==> config.mk <==
export PLATFORM = sky130hd
export DESIGN_NAME = fcs_host
export DESIGN_NICKNAME = d
export VERILOG_FILES = /design/src/rtl/fcs_pkg.sv /design/src/rtl/fcs_host.sv
export SDC_FILE = /design/constraint.sdc
export NUM_CORES = 1
export LEC_CHECK = 0
export ABC_CLOCK_PERIOD_IN_PS = 11900
export BUFFER_PORTS_ARGS = -buffer_cell sky130_fd_sc_hd__buf_2
export CAP_MARGIN = 20
export CORE_ASPECT_RATIO = 0.8
export CORE_MARGIN = 4
export CORE_UTILIZATION = 23
export CTS_CLUSTER_DIAMETER = 120
export CTS_CLUSTER_SIZE = 20
export DETAILED_ROUTE_END_ITERATION = 10
export GPL_ROUTABILITY_DRIVEN = 0
export SYNTH_ARGS = -nofsm -noshare
export SYNTH_HDL_FRONTEND = slang
export SYNTH_SLANG_ARGS = --single-unit
==> constraint.sdc <==
create_clock -name CLOCK -period 11.9 [get_ports CLOCK]
set_clock_uncertainty 0.1 [all_clocks]
set_input_delay 1.19 -clock CLOCK [delete_from_list [all_inputs] [get_ports CLOCK]]
set_output_delay 1.19 -clock CLOCK [all_outputs]
set_load 0.02 [all_outputs]
==> src/rtl/fcs_pkg.sv <==
// Constants and types of the flash command sequencer host
package fcs_pkg;
    localparam int CLK_MHZ = 250;

    // Bus timing of the flash pins, in ns (window in us) and derived cycles
    localparam int T_SETUP_NS = 10;
    localparam int T_WP_NS    = 35;
    localparam int T_WPH_NS   = 30;
    localparam int T_ACC_NS   = 70;
    localparam int T_BUSY_NS  = 90;
    localparam int T_RP_NS    = 500;
    localparam int T_RH_NS    = 50;
    localparam int SECT_WIN_US = 50;
    localparam logic [7:0] SETUP_CYC = 8'((T_SETUP_NS * CLK_MHZ + 999) / 1000);
    localparam logic [7:0] WP_CYC    = 8'((T_WP_NS * CLK_MHZ + 999) / 1000);
    localparam logic [7:0] WPH_CYC   = 8'((T_WPH_NS * CLK_MHZ + 999) / 1000);
    localparam logic [7:0] ACC_CYC   = 8'((T_ACC_NS * CLK_MHZ + 999) / 1000);
    localparam logic [7:0] BUSY_CYC  = 8'((T_BUSY_NS * CLK_MHZ + 999) / 1000);
    localparam logic [7:0] RP_CYC    = 8'((T_RP_NS * CLK_MHZ + 999) / 1000);
    localparam logic [7:0] RH_CYC    = 8'((T_RH_NS * CLK_MHZ + 999) / 1000);
    // Longest time, an exact cycle count
    localparam logic [15:0] SECT_WIN_CYC = 16'(SECT_WIN_US * CLK_MHZ);

    // Register byte offsets
    localparam logic [7:0] REG_CMD    = 8'h00;
    localparam logic [7:0] REG_ADDR   = 8'h04;
    localparam logic [7:0] REG_WDATA  = 8'h08;
    localparam logic [7:0] REG_CFG    = 8'h0C;
    localparam logic [7:0] REG_STATUS = 8'h10;
    localparam logic [7:0] REG_RDATA  = 8'h14;

    // Status bit positions
    localparam int ST_ENG_BUSY = 0;
    localparam int ST_DONE     = 1;
    localparam int ST_REFUSED  = 2;
    localparam int ST_READY    = 3;
    localparam int ST_WINDOW   = 4;
    localparam int ST_AUTOSEL  = 5;
    localparam int ST_SECURED  = 6;
    localparam int ST_BYPASS   = 7;

    // Command data values on the flash bus
    localparam logic [15:0] D_UNLOCK1  = 16'h00AA;
    localparam logic [15:0] D_UNLOCK2  = 16'h0055;
    localparam logic [15:0] D_RESET    = 16'h00F0;
    localparam logic [15:0] D_AUTOSEL  = 16'h0090;
    localparam logic [15:0] D_SEC_ENT  = 16'h0088;
    localparam logic [15:0] D_SEC_EXIT = 16'h0000;
    localparam logic [15:0] D_PROG     = 16'h00A0;
    localparam logic [15:0] D_BYPASS   = 16'h0020;
    localparam logic [15:0] D_BYP_X1   = 16'h0090;
    localparam logic [15:0] D_BYP_X2   = 16'h0000;
    localparam logic [15:0] D_ERASE_SU = 16'h0080;
    localparam logic [15:0] D_CHIP_ER  = 16'h0010;
    localparam logic [15:0] D_SECT_ER  = 16'h0030;

    // Unlock addresses in word and byte width
    localparam logic [20:0] A_W1 = 21'h000555;
    localparam logic [20:0] A_W2 = 21'h0002AA;
    localparam logic [20:0] A_B1 = 21'h000AAA;
    localparam logic [20:0] A_B2 = 21'h000555;

    typedef enum logic [3:0] {
        OP_READ       = 4'h0,
        OP_RESET      = 4'h1,
        OP_AUTOSEL    = 4'h2,
        OP_SEC_ENTER  = 4'h3,
        OP_SEC_EXIT   = 4'h4,
        OP_PROGRAM    = 4'h5,
        OP_BYP_ENTER  = 4'h6,
        OP_BYP_PROG   = 4'h7,
        OP_BYP_EXIT   = 4'h8,
        OP_CHIP_ERASE = 4'h9,
        OP_SECT_ERASE = 4'hA,
        OP_SECT_ADD   = 4'hB,
        OP_WAIT       = 4'hC,
        OP_HW_RESET   = 4'hD
    } fcs_op_t;

    typedef enum logic [2:0] {
        S_IDLE  = 3'b000,
        S_SETUP = 3'b001,
        S_WSTB  = 3'b010,
        S_RSTB  = 3'b011,
        S_HOLD  = 3'b100,
        S_PDLY  = 3'b101,
        S_POLL  = 3'b110,
        S_HRST  = 3'b111
    } fcs_state_t;

    typedef struct packed {
        logic        reset_n;
        logic        ce_n;
        logic        oe_n;
        logic        we_n;
        logic        byte_n;
        logic [20:0] addr;
        logic [15:0] dq_o;
        logic        dq_oe;
    } fcs_pins_t;

    typedef struct packed {
        logic        rd;
        logic [20:0] a;
        logic [15:0] d;
    } fcs_cyc_t;
endpackage

==> src/rtl/fcs_host.sv <==
// Host controller that drives a parallel NOR flash by command sequences
//
// Design decisions made here: the Wishbone register port and the register offsets.
`timescale 1ns/1ps
module fcs_host #(
    parameter logic [15:0] SECT_WIN_CYC = fcs_pkg::SECT_WIN_CYC
) (
    input  wire logic              CLOCK,     // System clock
    input  wire logic              RESET,     // Async reset, high
    input  wire logic              WB_CYC_I,  // Wishbone cycle
    input  wire logic              WB_STB_I,  // Wishbone strobe
    input  wire logic              WB_WE_I,   // Wishbone write
    input  wire logic [7:0]        WB_ADR_I,  // Byte address
    input  wire logic [3:0]        WB_SEL_I,  // Byte enables
    input  wire logic [31:0]       WB_DAT_I,  // Write data
    output logic      [31:0]       WB_DAT_O,  // Read data
    output logic                   WB_ACK_O,  // Acknowledge
    output fcs_pkg::fcs_pins_t     FL_OUT,    // Flash pin drive
    input  wire logic [15:0]       FL_DQ_I,   // Flash data in
    input  wire logic              FL_RY_N    // Flash ready/busy, low busy
);
    fcs_pkg::fcs_state_t st_r, st_nxt;
    fcs_pkg::fcs_op_t    op_r, op_nxt, op_req;
    fcs_pkg::fcs_pins_t  pins_r, pins_nxt;
    fcs_pkg::fcs_cyc_t   cur;
    logic [7:0]  cnt_r, cnt_nxt;
    logic [2:0]  idx_r, idx_nxt;
    logic [20:0] addr_r;
    logic [15:0] wdata_r, rdata_r;
    logic        byte_r, done_r, ref_r, win_r, auto_r, sec_r, byp_r;
    logic [15:0] wcnt_r;
    logic        ack_r;
    logic [31:0] dat_r;

    // One cycle of a sequence: unlock pattern chosen by bus width
    function automatic fcs_pkg::fcs_cyc_t seq_cycle(
        input fcs_pkg::fcs_op_t op, input logic [2:0] i,
        input logic bm, input logic [20:0] a, input logic [15:0] d);
        fcs_pkg::fcs_cyc_t c;
        logic [20:0] u1;
        logic [20:0] u2;
        u1 = bm ? fcs_pkg::A_B1 : fcs_pkg::A_W1;
        u2 = bm ? fcs_pkg::A_B2 : fcs_pkg::A_W2;
        c = '{rd: 1'b0, a: u1, d: fcs_pkg::D_UNLOCK1};
        if (i == 3'd1 || i == 3'd4) begin
            c.a = u2;
            c.d = fcs_pkg::D_UNLOCK2;
        end
        case (op)
            fcs_pkg::OP_READ: c = '{rd: 1'b1, a: a, d: d};
            fcs_pkg::OP_RESET: c = '{rd: 1'b0, a: a, d: fcs_pkg::D_RESET};
            fcs_pkg::OP_AUTOSEL: if (i == 3'd2) c.d = fcs_pkg::D_AUTOSEL;
            fcs_pkg::OP_SEC_ENTER: if (i == 3'd2) c.d = fcs_pkg::D_SEC_ENT;
            fcs_pkg::OP_SEC_EXIT: begin
                if (i == 3'd2) c.d = fcs_pkg::D_AUTOSEL;
                if (i == 3'd3) c = '{rd: 1'b0, a: a, d: fcs_pkg::D_SEC_EXIT};
            end
            fcs_pkg::OP_PROGRAM: begin
                if (i == 3'd2) c.d = fcs_pkg::D_PROG;
                if (i == 3'd3) c = '{rd: 1'b0, a: a, d: d};
            end
            fcs_pkg::OP_BYP_ENTER: if (i == 3'd2) c.d = fcs_pkg::D_BYPASS;
            fcs_pkg::OP_BYP_PROG: begin
                c = '{rd: 1'b0, a: a, d: fcs_pkg::D_PROG};
                if (i == 3'd1) c.d = d;
            end
            fcs_pkg::OP_BYP_EXIT: begin
                c = '{rd: 1'b0, a: a, d: fcs_pkg::D_BYP_X1};
                if (i == 3'd1) c.d = fcs_pkg::D_BYP_X2;
            end
            fcs_pkg::OP_CHIP_ERASE: begin
                if (i == 3'd2) c.d = fcs_pkg::D_ERASE_SU;
                if (i == 3'd5) c.d = fcs_pkg::D_CHIP_ER;
            end
            fcs_pkg::OP_SECT_ERASE: begin
                if (i == 3'd2) c.d = fcs_pkg::D_ERASE_SU;
                if (i == 3'd5) c = '{rd: 1'b0, a: a, d: fcs_pkg::D_SECT_ER};
            end
            fcs_pkg::OP_SECT_ADD: c = '{rd: 1'b0, a: a, d: fcs_pkg::D_SECT_ER};
            default: c = '{rd: 1'b1, a: a, d: d};
        endcase
        return c;
    endfunction

    function automatic logic [2:0] seq_len(input fcs_pkg::fcs_op_t op);
        case (op)
            fcs_pkg::OP_AUTOSEL, fcs_pkg::OP_SEC_ENTER,
            fcs_pkg::OP_BYP_ENTER:                       return 3'd3;
            fcs_pkg::OP_SEC_EXIT, fcs_pkg::OP_PROGRAM:   return 3'd4;
            fcs_pkg::OP_BYP_PROG, fcs_pkg::OP_BYP_EXIT:  return 3'd2;
            fcs_pkg::OP_CHIP_ERASE, fcs_pkg::OP_SECT_ERASE: return 3'd6;
            default:                                     return 3'd1;
        endcase
    endfunction

    // Bus decode
    wire        wb_req   = WB_CYC_I & WB_STB_I & ~ack_r;
    wire        wb_wr    = wb_req & WB_WE_I;
    wire        wr_cmd   = wb_wr & (WB_ADR_I == fcs_pkg::REG_CMD) & WB_SEL_I[0];
    wire        wr_addr  = wb_wr & (WB_ADR_I == fcs_pkg::REG_ADDR);
    wire        wr_wdata = wb_wr & (WB_ADR_I == fcs_pkg::REG_WDATA);
    wire        wr_cfg   = wb_wr & (WB_ADR_I == fcs_pkg::REG_CFG) & WB_SEL_I[0];
    wire        wr_stat  = wb_wr & (WB_ADR_I == fcs_pkg::REG_STATUS) & WB_SEL_I[0];
    assign op_req = fcs_pkg::fcs_op_t'(WB_DAT_I[3:0]);

    // Operation admission
    wire is_pass  = (op_req == fcs_pkg::OP_READ) | (op_req == fcs_pkg::OP_WAIT)
                  | (op_req == fcs_pkg::OP_HW_RESET);
    wire is_byp   = (op_req == fcs_pkg::OP_BYP_PROG)
                  | (op_req == fcs_pkg::OP_BYP_EXIT);
    wire op_known = op_req <= fcs_pkg::OP_HW_RESET;
    wire dev_busy = ~FL_RY_N & ~win_r;
    // bypass mode admits only its own pair besides read, wait and hardware reset
    wire byp_ok   = byp_r ? is_byp : ~is_byp;
    // no bypass in serial number region
    wire sec_ok   = ~((op_req == fcs_pkg::OP_BYP_ENTER) & sec_r);
    wire add_ok   = ~((op_req == fcs_pkg::OP_SECT_ADD) & ~win_r);
    wire legal    = op_known & (is_pass | (~dev_busy & byp_ok & sec_ok & add_ok));
    wire eng_idle = st_r == fcs_pkg::S_IDLE;
    wire start    = wr_cmd & eng_idle & legal;
    wire refuse   = wr_cmd & ~(eng_idle & legal);

    wire [2:0] len      = seq_len(op_r);
    wire       last     = (idx_r + 3'd1) == len;
    wire       cnt_zero = cnt_r == 8'h00;
    wire       poll_op  = (op_r == fcs_pkg::OP_PROGRAM)
                        | (op_r == fcs_pkg::OP_BYP_PROG)
                        | (op_r == fcs_pkg::OP_CHIP_ERASE);
    wire       sect_op  = (op_r == fcs_pkg::OP_SECT_ERASE)
                        | (op_r == fcs_pkg::OP_SECT_ADD);
    wire       finish   = ((st_r == fcs_pkg::S_HOLD) & cnt_zero & last & ~poll_op)
                        | ((st_r == fcs_pkg::S_POLL) & FL_RY_N);
    // window opens at the last strobe rise
    wire       win_open = (st_r == fcs_pkg::S_WSTB) & cnt_zero & last & sect_op;
    wire       win_end  = win_r & (wcnt_r == SECT_WIN_CYC - 16'd1);
    wire       win_kill = start & ~is_pass & (op_req != fcs_pkg::OP_SECT_ADD);
    wire       rd_op    = op_r == fcs_pkg::OP_READ;

    always_comb begin
        st_nxt  = st_r;
        cnt_nxt = cnt_zero ? 8'h00 : cnt_r - 8'd1;
        idx_nxt = idx_r;
        op_nxt  = op_r;
        case (st_r)
            fcs_pkg::S_IDLE: if (start) begin
                op_nxt  = op_req;
                idx_nxt = 3'd0;
                st_nxt  = fcs_pkg::S_SETUP;
                cnt_nxt = fcs_pkg::SETUP_CYC - 8'd1;
                if (op_req == fcs_pkg::OP_WAIT) begin
                    st_nxt  = fcs_pkg::S_PDLY;
                    cnt_nxt = fcs_pkg::BUSY_CYC - 8'd1;
                end
                if (op_req == fcs_pkg::OP_HW_RESET) begin
                    st_nxt  = fcs_pkg::S_HRST;
                    cnt_nxt = fcs_pkg::RP_CYC - 8'd1;
                end
            end
            // address settles before the strobe falls
            fcs_pkg::S_SETUP: if (cnt_zero) begin
                st_nxt  = rd_op ? fcs_pkg::S_RSTB : fcs_pkg::S_WSTB;
                cnt_nxt = (rd_op ? fcs_pkg::ACC_CYC : fcs_pkg::WP_CYC) - 8'd1;
            end
            fcs_pkg::S_WSTB, fcs_pkg::S_RSTB: if (cnt_zero) begin
                st_nxt  = fcs_pkg::S_HOLD;
                cnt_nxt = fcs_pkg::WPH_CYC - 8'd1;
            end
            fcs_pkg::S_HOLD: if (cnt_zero) begin
                st_nxt = fcs_pkg::S_IDLE;
                if (!last) begin
                    idx_nxt = idx_r + 3'd1;
                    st_nxt  = fcs_pkg::S_SETUP;
                    cnt_nxt = fcs_pkg::SETUP_CYC - 8'd1;
                end else if (poll_op) begin
                    st_nxt  = fcs_pkg::S_PDLY;
                    cnt_nxt = fcs_pkg::BUSY_CYC - 8'd1;
                end
            end
            // wait out the busy pin rise delay
            fcs_pkg::S_PDLY: if (cnt_zero) st_nxt = fcs_pkg::S_POLL;
            fcs_pkg::S_POLL: if (FL_RY_N) st_nxt = fcs_pkg::S_IDLE;
            fcs_pkg::S_HRST: if (cnt_zero) begin
                st_nxt  = fcs_pkg::S_HOLD;
                cnt_nxt = fcs_pkg::RH_CYC - 8'd1;
            end
            default: st_nxt = fcs_pkg::S_IDLE;
        endcase
    end

    assign cur = seq_cycle(op_nxt, idx_nxt, byte_r, addr_r, wdata_r);

    // Pins follow the next state so they leave flip-flops
    wire in_cyc = (st_nxt == fcs_pkg::S_SETUP) | (st_nxt == fcs_pkg::S_WSTB)
                | (st_nxt == fcs_pkg::S_RSTB);
    assign pins_nxt = '{
        reset_n: st_nxt != fcs_pkg::S_HRST,
        ce_n:    ~in_cyc,
        oe_n:    st_nxt != fcs_pkg::S_RSTB,
        we_n:    st_nxt != fcs_pkg::S_WSTB,
        byte_n:  ~byte_r,
        addr:    cur.a,
        dq_o:    cur.d,
        dq_oe:   in_cyc & ~cur.rd
    };

    wire [31:0] status = {24'h000000, byp_r, sec_r, auto_r, win_r, FL_RY_N,
                          ref_r, done_r, ~eng_idle};
    wire [31:0] rd_mux =
        (WB_ADR_I == fcs_pkg::REG_ADDR)   ? {11'h000, addr_r} :
        (WB_ADR_I == fcs_pkg::REG_WDATA)  ? {16'h0000, wdata_r} :
        (WB_ADR_I == fcs_pkg::REG_CFG)    ? {31'h00000000, byte_r} :
        (WB_ADR_I == fcs_pkg::REG_STATUS) ? status :
        (WB_ADR_I == fcs_pkg::REG_RDATA)  ? {16'h0000, rdata_r} : 32'h00000000;

    wire [20:0] addr_wr = {WB_SEL_I[2] ? WB_DAT_I[20:16] : addr_r[20:16],
                           WB_SEL_I[1] ? WB_DAT_I[15:8]  : addr_r[15:8],
                           WB_SEL_I[0] ? WB_DAT_I[7:0]   : addr_r[7:0]};
    wire [15:0] wd_wr   = {WB_SEL_I[1] ? WB_DAT_I[15:8] : wdata_r[15:8],
                           WB_SEL_I[0] ? WB_DAT_I[7:0]  : wdata_r[7:0]};
    wire        hwr_fin = finish & (op_r == fcs_pkg::OP_HW_RESET);
    wire        cap_rd  = (st_r == fcs_pkg::S_RSTB) & cnt_zero;

    always_ff @(posedge CLOCK or posedge RESET) begin
        if (RESET) begin
            st_r <= fcs_pkg::S_IDLE;
            op_r <= fcs_pkg::OP_READ;
            cnt_r <= 8'h00;
            idx_r <= 3'd0;
            pins_r <= '{reset_n: 1'b1, ce_n: 1'b1, oe_n: 1'b1, we_n: 1'b1,
                        byte_n: 1'b1, addr: 21'h000000, dq_o: 16'h0000,
                        dq_oe: 1'b0};
        end else begin
            st_r <= st_nxt;
            op_r <= op_nxt;
            cnt_r <= cnt_nxt;
            idx_r <= idx_nxt;
            pins_r <= pins_nxt;
        end
    end

    always_ff @(posedge CLOCK or posedge RESET) begin
        if (RESET) begin
            addr_r <= 21'h000000;
            wdata_r <= 16'h0000;
            rdata_r <= 16'h0000;
            byte_r <= 1'b0;
            ack_r <= 1'b0;
            dat_r <= 32'h00000000;
        end else begin
            ack_r <= wb_req;
            if (wb_req) dat_r <= rd_mux;
            if (wr_addr) addr_r <= addr_wr;
            if (wr_wdata) wdata_r <= wd_wr;
            if (wr_cfg) byte_r <= WB_DAT_I[0];
            // read value lands here, incl. status bits
            if (cap_rd) rdata_r <= FL_DQ_I;
        end
    end

    // Sticky flags: a set in the clearing cycle wins
    always_ff @(posedge CLOCK or posedge RESET) begin
        if (RESET) begin
            done_r <= 1'b0;
            ref_r <= 1'b0;
        end else begin
            done_r <= finish | (done_r & ~(wr_stat & WB_DAT_I[fcs_pkg::ST_DONE]));
            ref_r <= refuse | (ref_r & ~(wr_stat & WB_DAT_I[fcs_pkg::ST_REFUSED]));
        end
    end

    // Window timer; the host refuses additions once it runs out
    always_ff @(posedge CLOCK or posedge RESET) begin
        if (RESET) begin
            win_r <= 1'b0;
            wcnt_r <= 16'h0000;
        end else begin
            wcnt_r <= (win_open | ~win_r) ? 16'h0000 : wcnt_r + 16'd1;
            if (win_open) win_r <= 1'b1;
            else if (win_end | win_kill | hwr_fin) win_r <= 1'b0;
        end
    end

    // Mode shadow of the device, updated when a sequence completes
    always_ff @(posedge CLOCK or posedge RESET) begin
        if (RESET) begin
            auto_r <= 1'b0;
            sec_r <= 1'b0;
            byp_r <= 1'b0;
        end else if (finish) begin
            if (op_r == fcs_pkg::OP_AUTOSEL) auto_r <= 1'b1;
            if (op_r == fcs_pkg::OP_RESET || hwr_fin) auto_r <= 1'b0;
            if (op_r == fcs_pkg::OP_SEC_ENTER) sec_r <= 1'b1;
            if (op_r == fcs_pkg::OP_SEC_EXIT || hwr_fin) sec_r <= 1'b0;
            if (op_r == fcs_pkg::OP_BYP_ENTER) byp_r <= 1'b1;
            if (op_r == fcs_pkg::OP_BYP_EXIT || hwr_fin) byp_r <= 1'b0;
        end
    end

    assign WB_ACK_O = ack_r;
    assign WB_DAT_O = dat_r;
    assign FL_OUT   = pins_r;
endmodule // fcs_host

---- Yosys cells after proc, flatten, opt, wreduce, memory -nomap -nowiden ----
Memory sizes are Yosys's and may differ from the RTL's.
Cells that the tools add are included.
storage, ports and cells
  register bits after elaboration ......... 170
  memory bits (read-only) ................. 48
  input bits .............................. 66
  output and inout bits ................... 76
  word-level logic and storage cells ...... 245
  memories kept ........................... 1
cells by class
  $add $sub $neg .......................... 4
  magnitude comparators ................... 1
  equality and inequality tests ........... 55
  multiplexer cells ....................... 61
  bitwise logic cells ..................... 70
  reduce and logical (&&, ||, !) cells .... 25
memories
  memory            words  bits a word  rd ports  clocked after Yosys merged registers in  wr ports  RTL line        RTL
  (name not given)  16     3            1         0                                        0         fcs_host.sv:86  case (op)
operator list
  kind                                             count
  two-way mux 16 bit                               12
  one-hot mux 16 bit (11 select lines)             1
  two-way mux 37 bit                               3
  one-hot mux 22 bit (5 select lines)              1
  two-way mux 8 bit                                10
  == test 4 bit, second input constant             13
  == test 4 x 3 -> 1 bit, second input constant    10
  one-hot mux 8 bit (5 select lines)               1
  bitwise AND 1 bit                                39
  two-way mux 3 bit                                13
  two-way mux 28 bit                               1
  two-way mux 21 bit                               1
  == test 3 x 2 -> 1 bit, second input constant    6
  == test 3 bit, second input constant             6
  one-hot mux 3 bit (6 select lines)               1
  adder 16 x 1 -> 16 bit, second input constant    1
  == test 16 x 14 -> 1 bit, second input constant  1
  == test 4 x 2 -> 1 bit, second input constant    4
  == test 8 x 4 -> 1 bit, second input constant    2
  == test 8 x 5 -> 1 bit, second input constant    2
  zero test 8 bit                                  2
  inverter 1 bit                                   16
  AND reduction 2 bit                              8
  OR 1 bit                                         15
  24 further kinds                                 47

---- Depth between registers and ports, before layout ----
Gate-level depths: netlist of the first run.
  depth after elaboration ................. 20
  depth in mapped cells ................... 16
  gate-level depth less buffers ........... 13

---- Worst setup path before layout of the first run ----
Ideal clock, no wire load.
  kind .................................... input-to-reg
  start ................................... input port WB_ADR_I[2]
  end ..................................... register pins_r (netlist bit FL_OUT[28])
  data arrival time ....................... 4005 ps
  required time ........................... 11675 ps
  slack ................................... 7670 ps
  stages on the path ...................... 10
  buffers on the path ..................... 1
  path through ............................ buf_6 -> nor4_2 -> and4bb_1 -> nand2_2 -> o41ai_4 -> mux2i_1 -> nand2b_1 -> or4_4 -> o21a_4 -> mux2_4
RTL lines
  element                 RTL line         RTL
  start: declaration      fcs_host.sv:13   input wire logic [7:0] WB_ADR_I,
  end signal: assignment  fcs_host.sv:229  pins_r <= '{reset_n: 1'b1, ce_n: 1'b1, oe_n: 1'b1, we_n: 1'b1,
  end signal: assignment  fcs_host.sv:237  pins_r <= pins_nxt;
  end: declaration        fcs_host.sv:24   fcs_pkg::fcs_pins_t pins_r, pins_nxt;

==> results of run 1 <==
## how the worst max path moves through the flow
stage	from	endpoint	slack (ns)
after floorplan	RESET	FL_OUT[0]	6.33
after global placement	WB_ADR_I[4]	FL_OUT[5]	6.59
after detailed placement	WB_ADR_I[4]	FL_OUT[5]	6.50
after CTS	WB_ADR_I[4]	FL_OUT[5]	6.96
after global routing	WB_ADR_I[4]	FL_OUT[5]	6.70
final	WB_ADR_I[4]	FL_OUT[5]	6.91
## routing by layer
metal | vias up | GRT usage | wire (um)
met4 | 10 | 0.0356 | 427
met2 | 247 | 0.184 | 10900
met1 | 3419 | 0.184 | 11700
met3 | 35 | 0.0346 | 1790
li1 | 3218 | - | -
met5 | - | 0 | 64
## power by group through the flow
stage	Clock, mW	Combinational, mW	Sequential, mW
2_1_floorplan	0	0.0295	0.562
3_3_place_gp	0	0.0548	0.558
3_5_place_dp	0	0.0558	0.558
4_1_cts	0.614	0.0559	0.548
5_1_grt	0.636	0.0607	0.548
6_report	0.599	0.0550	0.548
## critical path: stages
cell	delay [ns]
buf_2	0.12
nor4_2	0.44
and4bb_1	0.38
nand2_2	0.16
o41ai_4	0.40
buf_4	0.32
o21ai_1	0.23
a21oi_4	0.50
inv_2	0.23
nor2_1	0.18
o31a_1	0.61
nand2b_1	0.24
o2111ai_1	0.15
## cell usage in the layout (no fill, tap or decap), types with 10 or more instances in the layout
cell type	n
a21oi_1	47
a222oi_1	12
buf_2	118
clkbuf_16	17
conb_1	11
dfrtp_1	154
inv_1	18
mux2_2	54
nand2_1	94
nand3_1	31
nor2_1	69
nor2b_1	21
nor3_1	22
o21ai_0	48
o21ai_1	12
or3_1	11
xnor2_1	10
xor2_1	12
## cell families after synthesis
family	Yosys count	synth area share
AOI/OAI and AO/OA	201	0.170
and+or+nand+nor	311	0.187
buffers and inverters	78	0.0429
other	1	0.000451
muxes	64	0.0858
DFF	159	0.479
adders and majority gates	8	0.0117
xor gates and xnor gates	22	0.0232
## flip-flops by register name, summed over array words and instances (netlist names)
| signal | count |
|---|---|
| done_r | 1 |
| cnt_r | 8 |
| FL_OUT | 43 |
| WB_DAT_O | 21 |
| wdata_r | 16 |
| WB_ACK_O | 1 |
| op_r | 4 |
| sec_r | 1 |
| win_r | 1 |
| ref_r | 1 |
| addr_r | 21 |
| st_r | 3 |
| byp_r | 1 |
| auto_r | 1 |
| rdata_r | 16 |
| wcnt_r | 16 |
| idx_r | 3 |
| byte_r | 1 |
## metrics by stage
| stage | util | power (mW) | setup slack, ns | instance area, sq um | instances |
|---|---|---|---|---|---|
| after floorplan | - | 0.592 | 6.33 | 8350 | 854 |
| after global placement | 0.261 | 0.613 | 6.59 | 9330 | 1404 |
| after detailed placement | 0.261 | 0.614 | 6.50 | 9330 | 1404 |
| after CTS | 0.279 | 1.22 | 6.96 | 9960 | 1434 |
| after global routing | 0.279 | 1.24 | 6.70 | 9970 | 1435 |
| final | 0.279 | 1.20 | 6.91 | 9970 | 1436 |
## cell type report
cell class,instances,area (sq um)
antenna,1,2.50
clock buffer,19,443
clock inverter,11,188
fill,3756,25800
inverter,23,91.3
multi-input combinational,617,4010
sequential,159,3990
tap,480,601
timing repair buffer,126,651
==> flow_metrics.tcl, run 1 <==
set metrics [dict create \
    arrival_ns 5.17 \
    drt_pass1_iterations 6 \
    postRouteAntennaNets 0 \
    fmax_ghz 0.201 \
    hold_viol 0 \
    nets 1017 \
    switching_share 0.222 \
    worstPathRequired_ns 12.09 \
    grt_pass1_vias 6618 \
    grt_pass1_wl_um 38600 \
    io_buffers 118 \
    period_share 0.419 \
    syn_area_sq_mm 0.00832 \
    drive_gt1_frac 0.251 \
    hold_path.class "flop to flop" \
    wirelength_um 24900 \
    clkPwrFrac 0.498 \
    power.leakage_nw 4.57 \
    r2r_cells 11 \
    startpoint_type "input port" \
    synth_common_cells "dfrtp_1, nand2_1, nor2_1" \
    path_class "input port to flop" \
    cp-end-kind "flop" \
    yosys_warnings 0 \
    root_buffer "clkbuf_16" \
    via_count 6929 \
    min_from "WB_DAT_O[20]" \
    drc 0 \
    die_h_um 178 \
    status "finished clean" \
    cts_tree "yes" \
    yosysSeqAreaShare 0.479 \
    crit_path_max_fanout 22 \
    r2r-start "st_r[1]" \
    finalCriticalPeriod_ns 4.99 \
    cts_setup_buffers 0 \
    synth.avg_cell_area_sq_um 9.85 \
    grt_overflow 0 \
    slew_headroom 0.321 \
    synth_top_area_frac 0.463 \
    slew_violations 0 \
    synth_cells 844 \
    routedWlPerCell_um 17.3 \
    hold_ws_ns 0.359 \
    synth_edf_count 0 \
    ir_worst_vdd_mv 0.102 \
    clk_pin_slew_worst_paths_ns 0.06 \
    report.final.setup_viol 0 \
    synth_area_leaders "dfrtp_1, mux2_2, nand2_1, nor2_1, o21ai_0" \
    coreArea_sq_mm 0.0358 \
    internal-power_mw 0.935 \
    min_path_cells 2 \
    worstSkewPairLatency_ns 0.43 \
    drt_iter0_markers 558 \
    hold_buffers 0 \
    worstReg2RegEnd "FL_OUT[5]" \
    fin_setup_tns_ns 0 \
    drv_cap 0 \
    pwr-share-comb 0.046 \
    post_drt_via_cell_ratio 4.83 \
    dp_hpwl_um 18100 \
    p_per_area_mw_per_mm2 121 \
    p_seq_frac 0.456 \
    grt_max_degree 87 \
    die_x_um 221 \
    yosysMostFrequentCell "dfrtp_1" \
    cts_resized 0 \
    grt_usage 0.127 \
    synthFlopType "dfrtp_1" \
    area_growth_pct 19.9 \
    synthArstFlopShare 1.00 \
    yosysTopAreaCell "dfrtp_1" \
    tightest_slew_ns 1.01 \
    antenna_found_initial 6 \
    rsz0062_at_grt "false" \
    hold_path_end "WB_DAT_O[20]" \
    clock-sinks 159 \
    r2r_slack_ns 7.28 \
    rows 62 \
    cts_max_level 4 \
    cts-buffers-inserted 17 \
    start_util 0.233 \
    p_switching_mw 0.267 \
    synth-seq-cells 159 \
    cts_buffer_depth 2 \
    die_area_sq_mm 0.0393 \
    pin_count 142 \
    synth_cell_types 87 \
]
No activity file was read; power rests on OpenSTA's default activity.
==> run 2: changes to the inputs <==
--- a/config.mk
+++ b/config.mk
@@ -5,7 +5,7 @@
 export SDC_FILE = /design/constraint.sdc
 export NUM_CORES = 1
 export LEC_CHECK = 0
-export ABC_CLOCK_PERIOD_IN_PS = 11900
+export ABC_CLOCK_PERIOD_IN_PS = 4600
 export BUFFER_PORTS_ARGS = -buffer_cell sky130_fd_sc_hd__buf_2
 export CAP_MARGIN = 20
 export CORE_ASPECT_RATIO = 0.8
==> constraint.sdc (replaced) <==
create_clock -name CLOCK -period 4.6 [get_ports CLOCK]
set_clock_uncertainty 0.1 [all_clocks]
set_input_delay 0.46 -clock CLOCK [delete_from_list [all_inputs] [get_ports CLOCK]]
set_output_delay 0.46 -clock CLOCK [all_outputs]
set_load 0.02 [all_outputs]
==> run 2 against run 1 <==
  * Die area is the same
  * Clock power grew 120%
  * Global-route usage about the same
  * Via count increased by 0.39%
  * Critical path type is now flop to flop
  * Largest power group is now sequential cells
==> flow_metrics.tcl, run 2 (synthesis gave the netlist of run 1 again) <==
set metrics [dict create \
    drt_pass1_iterations 6 \
    final_util 0.280 \
    finalPower_mw 2.89 \
    fin_setup_tns_ns 0 \
    tightest_slew_ns 0.786 \
    worstSkewPairLatency_ns 0.43 \
    grt_pass1_wl_um 38400 \
    cts_resized 0 \
    r2r_cells 13 \
    hold_path.class "input port to asynchronous set/reset pin" \
    pre_cts_ws_ns 0.475 \
    via_count 6956 \
    hold_buffers 0 \
    nets 1032 \
    fill_cells 3774 \
    die_x_um 221 \
    hold_viol 0 \
    drc 0 \
    cts_max_level 4 \
    ir_worst_vdd_mv 0.264 \
    setup_ws_ns 0.481 \
    drv_cap 0 \
    slew_headroom 0.476 \
    dr_wl_met3_um 1970 \
    clk_pin_slew_worst_paths_ns 0.07 \
    start_util 0.233 \
    cts_buffer_depth 2 \
    finalCriticalPeriod_ns 4.12 \
    dp_hpwl_um 18700 \
    final_common_cell "dfrtp_1" \
    grt_overflow 0 \
    slew_violations 0 \
    cp-end-kind "flop" \
    cts_tree "yes" \
    power.leakage_nw 4.59 \
    rows 62 \
    highest_layer "met5" \
    dr_wl_met2_um 11000 \
    grt_max_degree 128 \
    post_drt_via_cell_ratio 4.79 \
    clock-sinks 159 \
    period_share 0.895 \
    design_area_sq_mm 0.0100 \
    status "finished clean" \
    area_growth_pct 20.4 \
    drive_gt1_frac 0.264 \
    report.final.setup_viol 0 \
    pin_count 142 \
    crit_path_max_fanout 16 \
    arrival_ns 4.33 \
    coreArea_sq_mm 0.0358 \
    wirelength_um 25100 \
    die_area_sq_mm 0.0393 \
    root_buffer "clkbuf_16" \
    wirelength_met1_um 11800 \
    die_h_um 178 \
    startpoint_type "flop" \
    drt_iter0_markers 713 \
    grt_usage 0.127 \
    fmax_ghz 0.243 \
    placed_area_sq_mm 0.00946 \
    postRouteAntennaNets 0 \
    largest_reg_flops 43 \
    path_class "flop to flop" \
    cts_setup_buffers 0 \
    worstPathRequired_ns 4.81 \
    mostFrequentLayoutCells "dfrtp_1, buf_2, nand2_1" \
    grt_pass1_vias 6499 \
    p_per_area_mw_per_mm2 289 \
    rsz0062_at_grt "false" \
    cts-buffers-inserted 17 \
    antenna_cells 0 \
    io_buffers 118 \
    antenna_found_initial 5 \
    routedWlPerCell_um 17.3 \
]
-- run 2: cell count changes in the layout (fill, tap and decap cells not counted), sizes merged --
| cell | delta |
|---|---|
| diode | -1 |
| clkinvlp | +4 |
| clkinv | +1 |
| buf | +15 |
| clkbuf | +2 |
| bufinv | -5 |
-- run 2: per-layer routing --
metal,vias to the layer above,track usage
met1,3401,0.188
met2,268,0.180
met4,8,0.0302
li1,3258,-
met5,-,0
met3,21,0.0358
-- run 2: power by group --
group | internal [mW] | switching [mW] | total, mW
Combinational | 0.0416 | 0.103 | 0.144
Sequential | 1.41 | 0.00671 | 1.42
Clock | 0.736 | 0.596 | 1.33
Total | 2.19 | 0.706 | 2.89
-- run 2: worst max-delay path: stages, from the launching register on --
cell and delay [ns]:
dfrtp_1 0.39, inv_1 0.08, ha_1 0.23, or3b_1 0.42, or3_1 0.39, or3_4 0.43
a21oi_4 0.20, nand3_1 0.10, and4_4 0.26, inv_2 0.25, nor2_1 0.18, o32ai_2 0.55
a21boi_0 0.20, o21a_1 0.21
-- run 2: final timing paths --
kind,start,to,slack [ns]
min reg2reg,WB_DAT_O[19],WB_DAT_O[19],0.36
max in group asynchronous,RESET,wcnt_r[3],3.23
min,RESET,FL_OUT[20],0.06
min in group CLOCK,FL_DQ_I[8],rdata_r[8],0.16
max reg2reg,cnt_r[0],FL_OUT[20],0.48
max,cnt_r[0],FL_OUT[20],0.48
-- run 2: stage by stage --
stage | hold WS, ns | instances
after floorplan | 0.347 | 854
after global routing | 0.105 | 1452
after detailed placement | 0.351 | 1420
after CTS | 0.0816 | 1452
after global placement | 0.353 | 1420
final | 0.0605 | 1452
-- run 2: final cells by class --
class                           count  area [sq um]  area share
Inverter                           23          90.1     0.00899
Timing Repair Buffer              141           776      0.0775
Clock buffer                       21           470      0.0470
Multi-Input combinational cell    617          4010       0.401
Clock inverter                     11          81.3     0.00812
Tap cell                          480           601      0.0600
Sequential cell                   159          3990       0.398
